===== src/ccp_pkg.sv =====
// Constants and types shared by the CAN command-mode register port
package ccp_pkg;

    // Command frame coding
    localparam logic [10:0] CCP_CMD_ID = 11'h555;
    localparam logic [10:0] CCP_REPLY_ID = 11'h000;
    localparam logic [3:0] CCP_WR_DLC = 4'h3;
    localparam logic [3:0] CCP_RD_DLC = 4'h2;
    localparam logic [3:0] CCP_REPLY_DLC = 4'h1;
    localparam logic [7:0] CCP_OP_WRITE = 8'hf5;
    localparam logic [7:0] CCP_OP_READ = 8'hfd;

    // Register addresses
    localparam logic [7:0] CCP_ADDR_DEV_CTRL = 8'h01;
    localparam logic [7:0] CCP_ADDR_FREQ_SEL = 8'h02;
    localparam logic [7:0] CCP_ADDR_SLEEP_IO = 8'h03;
    localparam logic [7:0] CCP_ADDR_FIFO_THR_LO = 8'h05;
    localparam logic [7:0] CCP_ADDR_FIFO_THR_HI = 8'h06;
    localparam logic [7:0] CCP_ADDR_UNIQUE_ID_BYTE5 = 8'h59;
    localparam logic [7:0] CCP_ADDR_UNIQUE_ID_BYTE4 = 8'h5a;
    localparam logic [7:0] CCP_ADDR_UNIQUE_ID_BYTE3 = 8'h5b;
    localparam logic [7:0] CCP_ADDR_UNIQUE_ID_BYTE2 = 8'h5c;
    localparam logic [7:0] CCP_ADDR_UNIQUE_ID_BYTE1 = 8'h5d;
    localparam logic [7:0] CCP_ADDR_UNIQUE_ID_BYTE0 = 8'h5e;

    // Values after reset
    localparam logic [7:0] CCP_RST_DEV_CTRL = 8'hf8;
    localparam logic [7:0] CCP_RST_FREQ_SEL = 8'h50;
    localparam logic [7:0] CCP_RST_SLEEP_IO = 8'h2c;
    localparam logic [7:0] CCP_RST_FIFO_THR_LO = 8'h00;
    localparam logic [7:0] CCP_RST_FIFO_THR_HI = 8'h01;

    // Writable bits of each register
    localparam logic [7:0] CCP_WMASK_DEV_CTRL = 8'h09;
    localparam logic [7:0] CCP_WMASK_FREQ_SEL = 8'hff;
    localparam logic [7:0] CCP_WMASK_SLEEP_IO = 8'h0f;
    localparam logic [7:0] CCP_WMASK_FIFO_THR_LO = 8'hff;
    localparam logic [7:0] CCP_WMASK_FIFO_THR_HI = 8'h03;

    // Field positions
    localparam int CCP_SLEEP_REQ_BIT = 7;
    localparam int CCP_OVF_BIT = 5;

    // Unique identifier, value arbitrary
    localparam logic [47:0] CCP_UNIQUE_ID_DEFAULT = 48'h0123_4567_89ab;

    // Timing
    localparam int CCP_CLK_PERIOD_PS = 10000;
    localparam int CCP_CMD_SETUP_NS = 100;
    localparam int CCP_CMD_SETUP_CYC =
        ((CCP_CMD_SETUP_NS * 1000) + CCP_CLK_PERIOD_PS - 1) / CCP_CLK_PERIOD_PS;
    localparam int CCP_CNT_W = 8;

    // Received or transmitted CAN frame
    typedef struct packed {
        logic ext;
        logic [10:0] id;
        logic [3:0] dlc;
        logic [7:0] b0;
        logic [7:0] b1;
        logic [7:0] b2;
    } ccp_frame_t;

    // Configuration register outputs
    typedef struct packed {
        logic [7:0] dev_ctrl;
        logic [7:0] freq_sel;
        logic [7:0] sleep_io;
        logic [7:0] fifo_thr_lo;
        logic [7:0] fifo_thr_hi;
    } ccp_cfg_t;

    typedef enum logic [2:0] {
        CCP_ST_NORMAL = 3'b001,
        CCP_ST_CMD = 3'b010,
        CCP_ST_REPLY = 3'b100
    } ccp_state_t;

endpackage


===== src/ccp_regfile.sv =====
// Configuration registers and unique identifier with read decode
`timescale 1ns/1ps
`default_nettype none
module ccp_regfile
    import ccp_pkg::*;
#(
    parameter logic [47:0] UNIQUE_ID = CCP_UNIQUE_ID_DEFAULT
)
(
    // Clock and reset
    input wire logic clk,
    input wire logic rst_b,
    // Write port
    input wire logic wr_en,
    input wire logic [7:0] wr_addr,
    input wire logic [7:0] wr_data,
    // Read port
    input wire logic [7:0] rd_addr,
    output logic [7:0] rd_data,
    // Status and configuration
    input wire logic fifo_overflow,
    output ccp_cfg_t cfg,
    output logic sleep_req
);

    ccp_cfg_t cfg_q, cfg_d;
    logic sleep_req_q, sleep_req_d;

    function automatic logic [7:0] merge(input logic [7:0] old, input logic [7:0] nv,
                                         input logic [7:0] mask);
        merge = (old & ~mask) | (nv & mask);
    endfunction

    always_comb
    begin
        cfg_d = cfg_q;
        sleep_req_d = 1'b0;
        if (wr_en)
        begin
            unique case (wr_addr)
                CCP_ADDR_DEV_CTRL: cfg_d.dev_ctrl = merge(cfg_q.dev_ctrl, wr_data,
                                                          CCP_WMASK_DEV_CTRL);
                CCP_ADDR_FREQ_SEL: cfg_d.freq_sel = merge(cfg_q.freq_sel, wr_data,
                                                          CCP_WMASK_FREQ_SEL);
                CCP_ADDR_SLEEP_IO:
                begin
                    cfg_d.sleep_io = merge(cfg_q.sleep_io, wr_data, CCP_WMASK_SLEEP_IO);
                    // Write-only request bit, seen for one cycle then gone
                    sleep_req_d = wr_data[CCP_SLEEP_REQ_BIT];
                end
                CCP_ADDR_FIFO_THR_LO: cfg_d.fifo_thr_lo = merge(cfg_q.fifo_thr_lo, wr_data,
                                                                CCP_WMASK_FIFO_THR_LO);
                CCP_ADDR_FIFO_THR_HI: cfg_d.fifo_thr_hi = merge(cfg_q.fifo_thr_hi, wr_data,
                                                                CCP_WMASK_FIFO_THR_HI);
                // Identifier bytes and unmapped addresses drop the write
                default: cfg_d = cfg_q;
            endcase
        end
    end

    // Values persist until reset only
    always_ff @(posedge clk or negedge rst_b)
    begin
        if (!rst_b)
        begin
            cfg_q <= '{CCP_RST_DEV_CTRL, CCP_RST_FREQ_SEL, CCP_RST_SLEEP_IO,
                       CCP_RST_FIFO_THR_LO, CCP_RST_FIFO_THR_HI};
            sleep_req_q <= 1'b0;
        end
        else
        begin
            cfg_q <= cfg_d;
            sleep_req_q <= sleep_req_d;
        end
    end

    always_comb
    begin
        unique case (rd_addr)
            CCP_ADDR_DEV_CTRL: rd_data = cfg_q.dev_ctrl;
            CCP_ADDR_FREQ_SEL: rd_data = cfg_q.freq_sel;
            CCP_ADDR_SLEEP_IO: rd_data = cfg_q.sleep_io;
            CCP_ADDR_FIFO_THR_LO: rd_data = cfg_q.fifo_thr_lo;
            CCP_ADDR_FIFO_THR_HI: rd_data = cfg_q.fifo_thr_hi | (8'h01 << CCP_OVF_BIT)
                                            & {8{fifo_overflow}};
            CCP_ADDR_UNIQUE_ID_BYTE5: rd_data = UNIQUE_ID[47:40];
            CCP_ADDR_UNIQUE_ID_BYTE4: rd_data = UNIQUE_ID[39:32];
            CCP_ADDR_UNIQUE_ID_BYTE3: rd_data = UNIQUE_ID[31:24];
            CCP_ADDR_UNIQUE_ID_BYTE2: rd_data = UNIQUE_ID[23:16];
            CCP_ADDR_UNIQUE_ID_BYTE1: rd_data = UNIQUE_ID[15:8];
            CCP_ADDR_UNIQUE_ID_BYTE0: rd_data = UNIQUE_ID[7:0];
            default: rd_data = 8'h00;
        endcase
    end

    assign cfg = cfg_q;
    assign sleep_req = sleep_req_q;
endmodule // ccp_regfile
`default_nettype wire


===== src/ccp_cmd_port.sv =====
// Command-mode register access port: frame decode, mode gating and read replies
`timescale 1ns/1ps
`default_nettype none
module ccp_cmd_port
    import ccp_pkg::*;
#(
    parameter logic [47:0] UNIQUE_ID = CCP_UNIQUE_ID_DEFAULT,
    parameter int SETUP_CYC = CCP_CMD_SETUP_CYC
)
(
    // Clock and reset
    input wire logic clk,
    input wire logic rst_b,
    // Command select pin
    input wire logic command_select_n,
    // Frames from the CAN controller
    input wire logic rx_valid,
    input wire ccp_frame_t rx_frame,
    // Reply frame to the CAN controller
    input wire logic tx_ready,
    output logic tx_valid,
    output ccp_frame_t tx_frame,
    // Mode controls to the rest of the transceiver
    output logic soft_reset_hold,
    output logic rx_fifo_flush,
    output logic pl_tx_enable,
    output logic pl_rx_deliver,
    // Configuration and status
    input wire logic fifo_overflow,
    output ccp_cfg_t cfg,
    output logic sleep_req
);

    // Counter width bounds the setup time that can be served
    if (SETUP_CYC < 1 || SETUP_CYC >= (1 << CCP_CNT_W))
    begin : g_setup_check
        $error("SETUP_CYC out of range");
    end

    localparam logic [CCP_CNT_W-1:0] SETUP_LAST = CCP_CNT_W'(SETUP_CYC);

    ccp_state_t state_q, state_d;
    logic [CCP_CNT_W-1:0] setup_cnt_q, setup_cnt_d;
    logic tx_valid_q, tx_valid_d;
    ccp_frame_t tx_frame_q, tx_frame_d;
    logic cmd_mode_q, cmd_mode_d;
    logic flush_q, pl_tx_q, pl_rx_q;
    logic setup_done, is_write, is_read, wr_en, read_take;
    logic [7:0] rd_data;

    // Standard frame on the command identifier with the given length and opcode
    function automatic logic cmd_match(input ccp_frame_t f, input logic [3:0] dlc,
                                       input logic [7:0] op);
        cmd_match = !f.ext && f.id == CCP_CMD_ID && f.dlc == dlc && f.b0 == op;
    endfunction

    // Frames before the select setup time are treated as malformed
    assign setup_done = setup_cnt_q == SETUP_LAST;
    assign is_write = cmd_match(rx_frame, CCP_WR_DLC, CCP_OP_WRITE);
    assign is_read = cmd_match(rx_frame, CCP_RD_DLC, CCP_OP_READ);
    assign wr_en = state_q == CCP_ST_CMD && !command_select_n && setup_done
                   && rx_valid && is_write;
    assign read_take = state_q == CCP_ST_CMD && !command_select_n && setup_done
                       && rx_valid && is_read;

    ccp_regfile #(
        .UNIQUE_ID(UNIQUE_ID)
    ) u_regfile (
        .clk(clk),
        .rst_b(rst_b),
        .wr_en(wr_en),
        .wr_addr(rx_frame.b1),
        .wr_data(rx_frame.b2),
        .rd_addr(rx_frame.b1),
        .rd_data(rd_data),
        .fifo_overflow(fifo_overflow),
        .cfg(cfg),
        .sleep_req(sleep_req)
    );

    // Command sequencer
    always_comb
    begin
        state_d = state_q;
        setup_cnt_d = setup_cnt_q;
        tx_valid_d = tx_valid_q;
        tx_frame_d = tx_frame_q;
        unique case (state_q)
            CCP_ST_NORMAL:
            begin
                setup_cnt_d = '0;
                if (!command_select_n)
                    state_d = CCP_ST_CMD;
            end
            CCP_ST_CMD:
            begin
                if (!setup_done)
                    setup_cnt_d = setup_cnt_q + 1'b1;
                if (command_select_n)
                begin
                    state_d = CCP_ST_NORMAL;
                end
                else if (setup_done && rx_valid && is_read)
                begin
                    state_d = CCP_ST_REPLY;
                    tx_valid_d = 1'b1;
                    tx_frame_d = '{1'b0, CCP_REPLY_ID, CCP_REPLY_DLC,
                                   rd_data, 8'h00, 8'h00};
                end
            end
            CCP_ST_REPLY:
            begin
                // Host must wait for the reply; an early release drops it
                if (command_select_n)
                begin
                    state_d = CCP_ST_NORMAL;
                    tx_valid_d = 1'b0;
                end
                else if (tx_ready)
                begin
                    state_d = CCP_ST_CMD;
                    tx_valid_d = 1'b0;
                end
            end
            default:
            begin
                state_d = CCP_ST_NORMAL;
                tx_valid_d = 1'b0;
            end
        endcase
    end

    always_ff @(posedge clk or negedge rst_b)
    begin
        if (!rst_b)
        begin
            state_q <= CCP_ST_NORMAL;
            setup_cnt_q <= '0;
            tx_valid_q <= 1'b0;
            tx_frame_q <= '0;
        end
        else
        begin
            state_q <= state_d;
            setup_cnt_q <= setup_cnt_d;
            tx_valid_q <= tx_valid_d;
            tx_frame_q <= tx_frame_d;
        end
    end

    // Mode gating follows the pin directly, one flop deep
    always_comb
    begin
        cmd_mode_d = !command_select_n;
    end

    always_ff @(posedge clk or negedge rst_b)
    begin
        if (!rst_b)
        begin
            cmd_mode_q <= 1'b0;
            flush_q <= 1'b0;
            pl_tx_q <= 1'b1;
            pl_rx_q <= 1'b1;
        end
        else
        begin
            cmd_mode_q <= cmd_mode_d;
            flush_q <= cmd_mode_d;
            pl_tx_q <= !cmd_mode_d;
            pl_rx_q <= !cmd_mode_d;
        end
    end

    assign tx_valid = tx_valid_q;
    assign tx_frame = tx_frame_q;
    assign soft_reset_hold = cmd_mode_q;
    assign rx_fifo_flush = flush_q;
    assign pl_tx_enable = pl_tx_q;
    assign pl_rx_deliver = pl_rx_q;
endmodule // ccp_cmd_port
`default_nettype wire


===== config.mk =====
export PLATFORM = sky130hd
export DESIGN_NAME = ccp_cmd_port
export DESIGN_NICKNAME = d
export VERILOG_FILES = /design/src/ccp_pkg.sv /design/src/ccp_regfile.sv /design/src/ccp_cmd_port.sv
export SDC_FILE = /design/constraint.sdc
export NUM_CORES = 1
export LEC_CHECK = 0
export BUFFER_PORTS_ARGS = -buffer_cell sky130_fd_sc_hd__buf_2
export CORE_MARGIN = 5
export CORE_UTILIZATION = 39
export DETAILED_ROUTE_END_ITERATION = 6
export GPL_TIMING_DRIVEN = 1
export HOLD_SLACK_MARGIN = 0.02
export PLACE_DENSITY = 0.69
export SLEW_MARGIN = 20
export SYNTH_ARGS = -nofsm -noshare
export SYNTH_HDL_FRONTEND = slang
export SYNTH_SLANG_ARGS = --single-unit

===== constraint.sdc =====
create_clock -name clk -period 6.6 [get_ports clk]
set_input_delay 1.32 -clock clk [delete_from_list [all_inputs] [get_ports clk]]
set_output_delay 1.32 -clock clk [all_outputs]
set_load 0.005 [all_outputs]

# After elaboration in Yosys (flattened, before gate mapping)
# Cells that the tools add are included.
# classes
mul	0
n_bitwise	6
muxes	16
shift	0
n_lt_le_gt_ge	0
add_sub_neg	1
eq_ne	26
n_reduce_logical	23
div	0
# ops
operator	count
case mux 8 bit (11 select lines)	1
== test 8 x 7 -> 1 bit (second input constant)	6
== test 8 x 2 -> 1 bit (second input constant)	2
== test 8 x 3 -> 1 bit (second input constant)	2
== test 8 bit (second input constant)	2
bitwise OR 8 x 4 -> 8 bit	2
case mux 8 bit (2 select lines)	1
two-way mux 3 bit	5
AND reduction 2 bit	6
== test 11 bit (second input constant)	1
logical AND 1 bit	11
case mux 3 bit (3 select lines)	1
adder 8 x 1 -> 8 bit (second input constant)	1
== test 4 x 2 -> 1 bit (second input constant)	2
== test 8 x 1 -> 1 bit (second input constant)	1
== test 8 x 4 -> 1 bit (second input constant)	1
two-way mux 8 bit	1
bitwise OR 8 x 2 -> 8 bit	1
bitwise OR 8 x 6 -> 8 bit	1
two-way mux 1 bit	6
!= test 2 bit (second input constant)	3
AND reduction 3 bit	2
AND reduction 4 bit	1
== test 3 x 1 -> 1 bit (second input constant)	1
9 further kinds	11
# totals
inputBits	46
word_cells	85
mem_bits_ro	0
n_memories	0
latch_bits	0
regBits	64
ramBits	0
out_inout_bits	86

# Logic depth before layout (Yosys ltp)
# depth
depth_word	8
mapped_depth	8
mapped_depth_nobuf	7

# Cells and area by module
# A second synthesis with hierarchy kept.
# hier_totals
hier_cells	288
hier_area_um2	3036.7
# modules_own_cells
module	area_each_um2	seq_area_each_um2	cells_per_inst	n_inst
ccp_regfile	1596.5	633.1	152	1
ccp_cmd_port	1440.1	578.1	136	1

# Worst setup path before layout
# OpenSTA, ideal clock, no wires.
# synth_timing
path_kind	input to register
start	input rx_frame[11] (netlist bit)
end	register u_regfile.cfg_q (netlist bit u_regfile.cfg[24])
setup_ns	0.125
setup_slack_ns	3.406
arrival_ns	3.069
stages	6
t_required_ns	6.475
path_buffers	1
path_cell_list	or3_1 or3_1 buf_2 nor4_4 nand2_1 mux2_2
# synth_via
elab_chain_cells	2
# synth_rtl
item	line	text
start, declared	ccp_cmd_port.sv:18	input wire ccp_frame_t rx_frame,
== test 8 x 2 -> 1 bit	ccp_regfile.sv:40	unique case (wr_addr)
AND reduction 2 bit (no source line)	--	
end signal, assigned	ccp_regfile.sv:66	cfg_q <= '{CCP_RST_DEV_CTRL, CCP_RST_FREQ_SEL, CCP_RST_SLEEP_IO,
end signal, assigned	ccp_regfile.sv:72	cfg_q <= cfg_d;
end, declared	ccp_regfile.sv:26	ccp_cfg_t cfg_q, cfg_d;
# No other way between the ends.
# A chain may end at the register's enable or synchronous reset.

# Final worst setup path
# layout_timing
start	input rx_frame[11] (netlist bit)
end	register u_regfile.cfg_q (netlist bit u_regfile.cfg[31])
# The elaborated chain is that of the path after synthesis.

==> metrics.csv <==
metric;value;unit
status;finished clean;
die_y;95.5;microns
final_hold_viol_count;0;
min_to;tx_frame[24];
tightest_slew;0.616;ns
cts_buffer_depth;2;
synth-seq-cells;48;
period_share;49.6;%
worstPathRequired;6.80;ns
layoutNonFillerInstCount;458;
fin_ws;3.33;ns
grt_overflow;0;
cts_buffers;5;
postSynthAreaPerCell;10.3;sq um
clkLatencyLatePin;0.31;ns
dp_slack;2.99;ns
synthCells;278;
cap_violations;0;
synth_edf_count;0;
leakage;1.69;nW
cp-start-kind;input port;
power;545;uW
vias;2184;
path_class;input port to flip-flop;
via_per_inst;4.77;
place_area;3180;sq um
setup_tns;0;ns
io_buffers;84;
wire_per_inst;14.6;microns
num-nets-final;406;
die_area;9120;sq um
drc_errors;0;
synthesis.area;2850;sq um
clockRootBuffer;clkbuf_8;
synth-main-ff-cell;dfrtp_1;
hold_depth;1;
r2r_end;u_regfile.cfg[31];
netlist.area_leader.share;35.1;%
cellPowerDensity;167;nW/um^2
setup_violations;0;
grt_max_degree;49;
yosysSeqAreaShare;42.5;%
ys_types;47;
cp-end-kind;flip-flop;
wl;6700;microns
holdCritPathClass;flip-flop to flip-flop;
arrival;3.47;ns
fmax;306;MHz
core_area;7180;sq um
place_hpwl;5250;microns
syn_to_final_growth;14.8;%
start_util;39.7;%
grt_pass1_wl;10300;microns
rsz0062_at_grt;false;
cts_setup_buffers;0;
stdcell_area;3270;sq um
multi_input_area;1370;sq um
maxSlewViolCount;0;
drive_above_1_share;39.0;%
detail-route-antenna-nets;0;
yosys_warnings;0;
fin_skew;0.0116;ns
min_from;tx_frame[24];
place_congestion;0.826;
ctsHtreeMaxLevel;2;
rr_startpoint;state_q[1];
rows;31;
ctsHoldBuffers;0;
slew_headroom;58.9;%
num_io_pins;132;
nFillCells;714;
cts_tree;yes;
clock_sinks;48;
diodes;0;
seqCellArea;1210;sq um
antenna_found_initial;0;
vdd_drop_max;95.7;uV
first_iter_violations;46;
ff2ff_path_depth;5;
yosys-top-cells-area;dfrtp_1, buf_4, mux2_2, dfstp_2, a21oi_1;
grt_usage;14.7;%
synth_top_cell_by_area;dfrtp_1;
fp.dieW;95.5;microns
path_clk_slew;0.09;ns
ctsResizeCount;0;
r2r_slack;4.09;ns
critPathMaxFanout;8;
first_pass_iters;4;
fin_crit;3.27;ns
synthArstFlopShare;100;%
dp_cells;450;
grt_pass1_vias;2095;
## report_power, final
part / internal (mW) / switching (mW)
logic: 0.0224 / 0.0381
clock network: 0.0752 / 0.106
registers: 0.298 / 0.00503
## area by class of cell
class	count	area share, %
multi-input cells	206	41.8
flip-flops and latches	48	37.0
repair buffers	85	13.2
well taps	99	3.79
clock buffers	5	2.10
inverters	12	1.38
clock inverters	3	0.727
## metrics by stage
| stage | utilization (%) | hold slack [ns] |
|---|---|---|
| 3_5_place_dp | 44.3 | 0.451 |
| 5_1_grt | 45.6 | 0.482 |
| 6_report | 45.6 | 0.466 |
| 3_3_place_gp | 44.3 | 0.452 |
| 2_1_floorplan | - | 0.465 |
| 4_1_cts | 45.6 | 0.473 |
## layout by cell type, fill, tap and decap left out, types with 6 or more instances in the layout
cell     netlist  routed
a31oi_1        6       6
nor2_1        15      15
buf_2          2      83
nand4_1        6       6
nor3_1         7       7
mux2_2        31      31
inv_1         12      12
nand2_1        9       9
dfstp_2        8       8
o21ai_0        8       8
conb_1         2      47
a21oi_1       12      12
dfrtp_1       40      40
## routing by layer
layer,vias up,track usage [%],part of all wire [%]
met3,6,4.26,9.8
met5,-,0,0
met1,1033,18.0,42
met4,0,2.49,0.61
li1,1040,-,-
met2,105,25.9,48
## worst max-delay path, cell delays in order
cell	delay [ns]
buf_2	0.10
or3_1	0.43
or3_1	0.49
nor4_4	0.41
nand2_1	0.35
mux2_2	0.36
## kinds of logic after synthesis
| kind of cell | after synthesis | synth area share, % |
|---|---|---|
| flops | 48 | 42.5 |
| buf+inv | 69 | 15.6 |
| compound gates | 41 | 9.22 |
| mux | 35 | 13.7 |
| simple gates | 74 | 15.7 |
| other cells | 2 | 0.263 |
| fa+ha+maj | 2 | 0.878 |
| xor+xnor | 7 | 2.15 |
## Yosys cell counts, drive strengths merged, types with 4 or more instances
cell type,n
nor3,7
nand3,5
nor2,15
dfrtp,40
nor4bb,5
dfstp,8
o21ai,8
nand2b,5
nand4,6
xor2,5
and3,4
inv,12
a31oi,6
mux2,31
clkbuf,4
a21oi,12
buf,53
mux2i,4
nand2,9
## worst max path at each step
stage,slack (ns),cells after the start,end,from
after floorplan,3.41,6,u_regfile.cfg[24],rx_frame[11]
after global placement,3.10,6,u_regfile.cfg[26],rx_frame[11]
after detailed placement,2.99,6,u_regfile.cfg[25],rx_frame[11]
after CTS,3.32,6,u_regfile.cfg[31],rx_frame[11]
after global routing,3.20,6,u_regfile.cfg[26],rx_frame[11]
final,3.33,6,u_regfile.cfg[31],rx_frame[11]
## state kept, by name, summed over array words and instances, names as in the netlist
signal	flops
tx_frame	9
pl_rx_deliver	1
u_regfile.sleep_req	1
state_q	3
tx_valid	1
rx_fifo_flush	1
setup_cnt_q	8
u_regfile.cfg	24
Note: power is estimated with default switching activity, not from simulation.
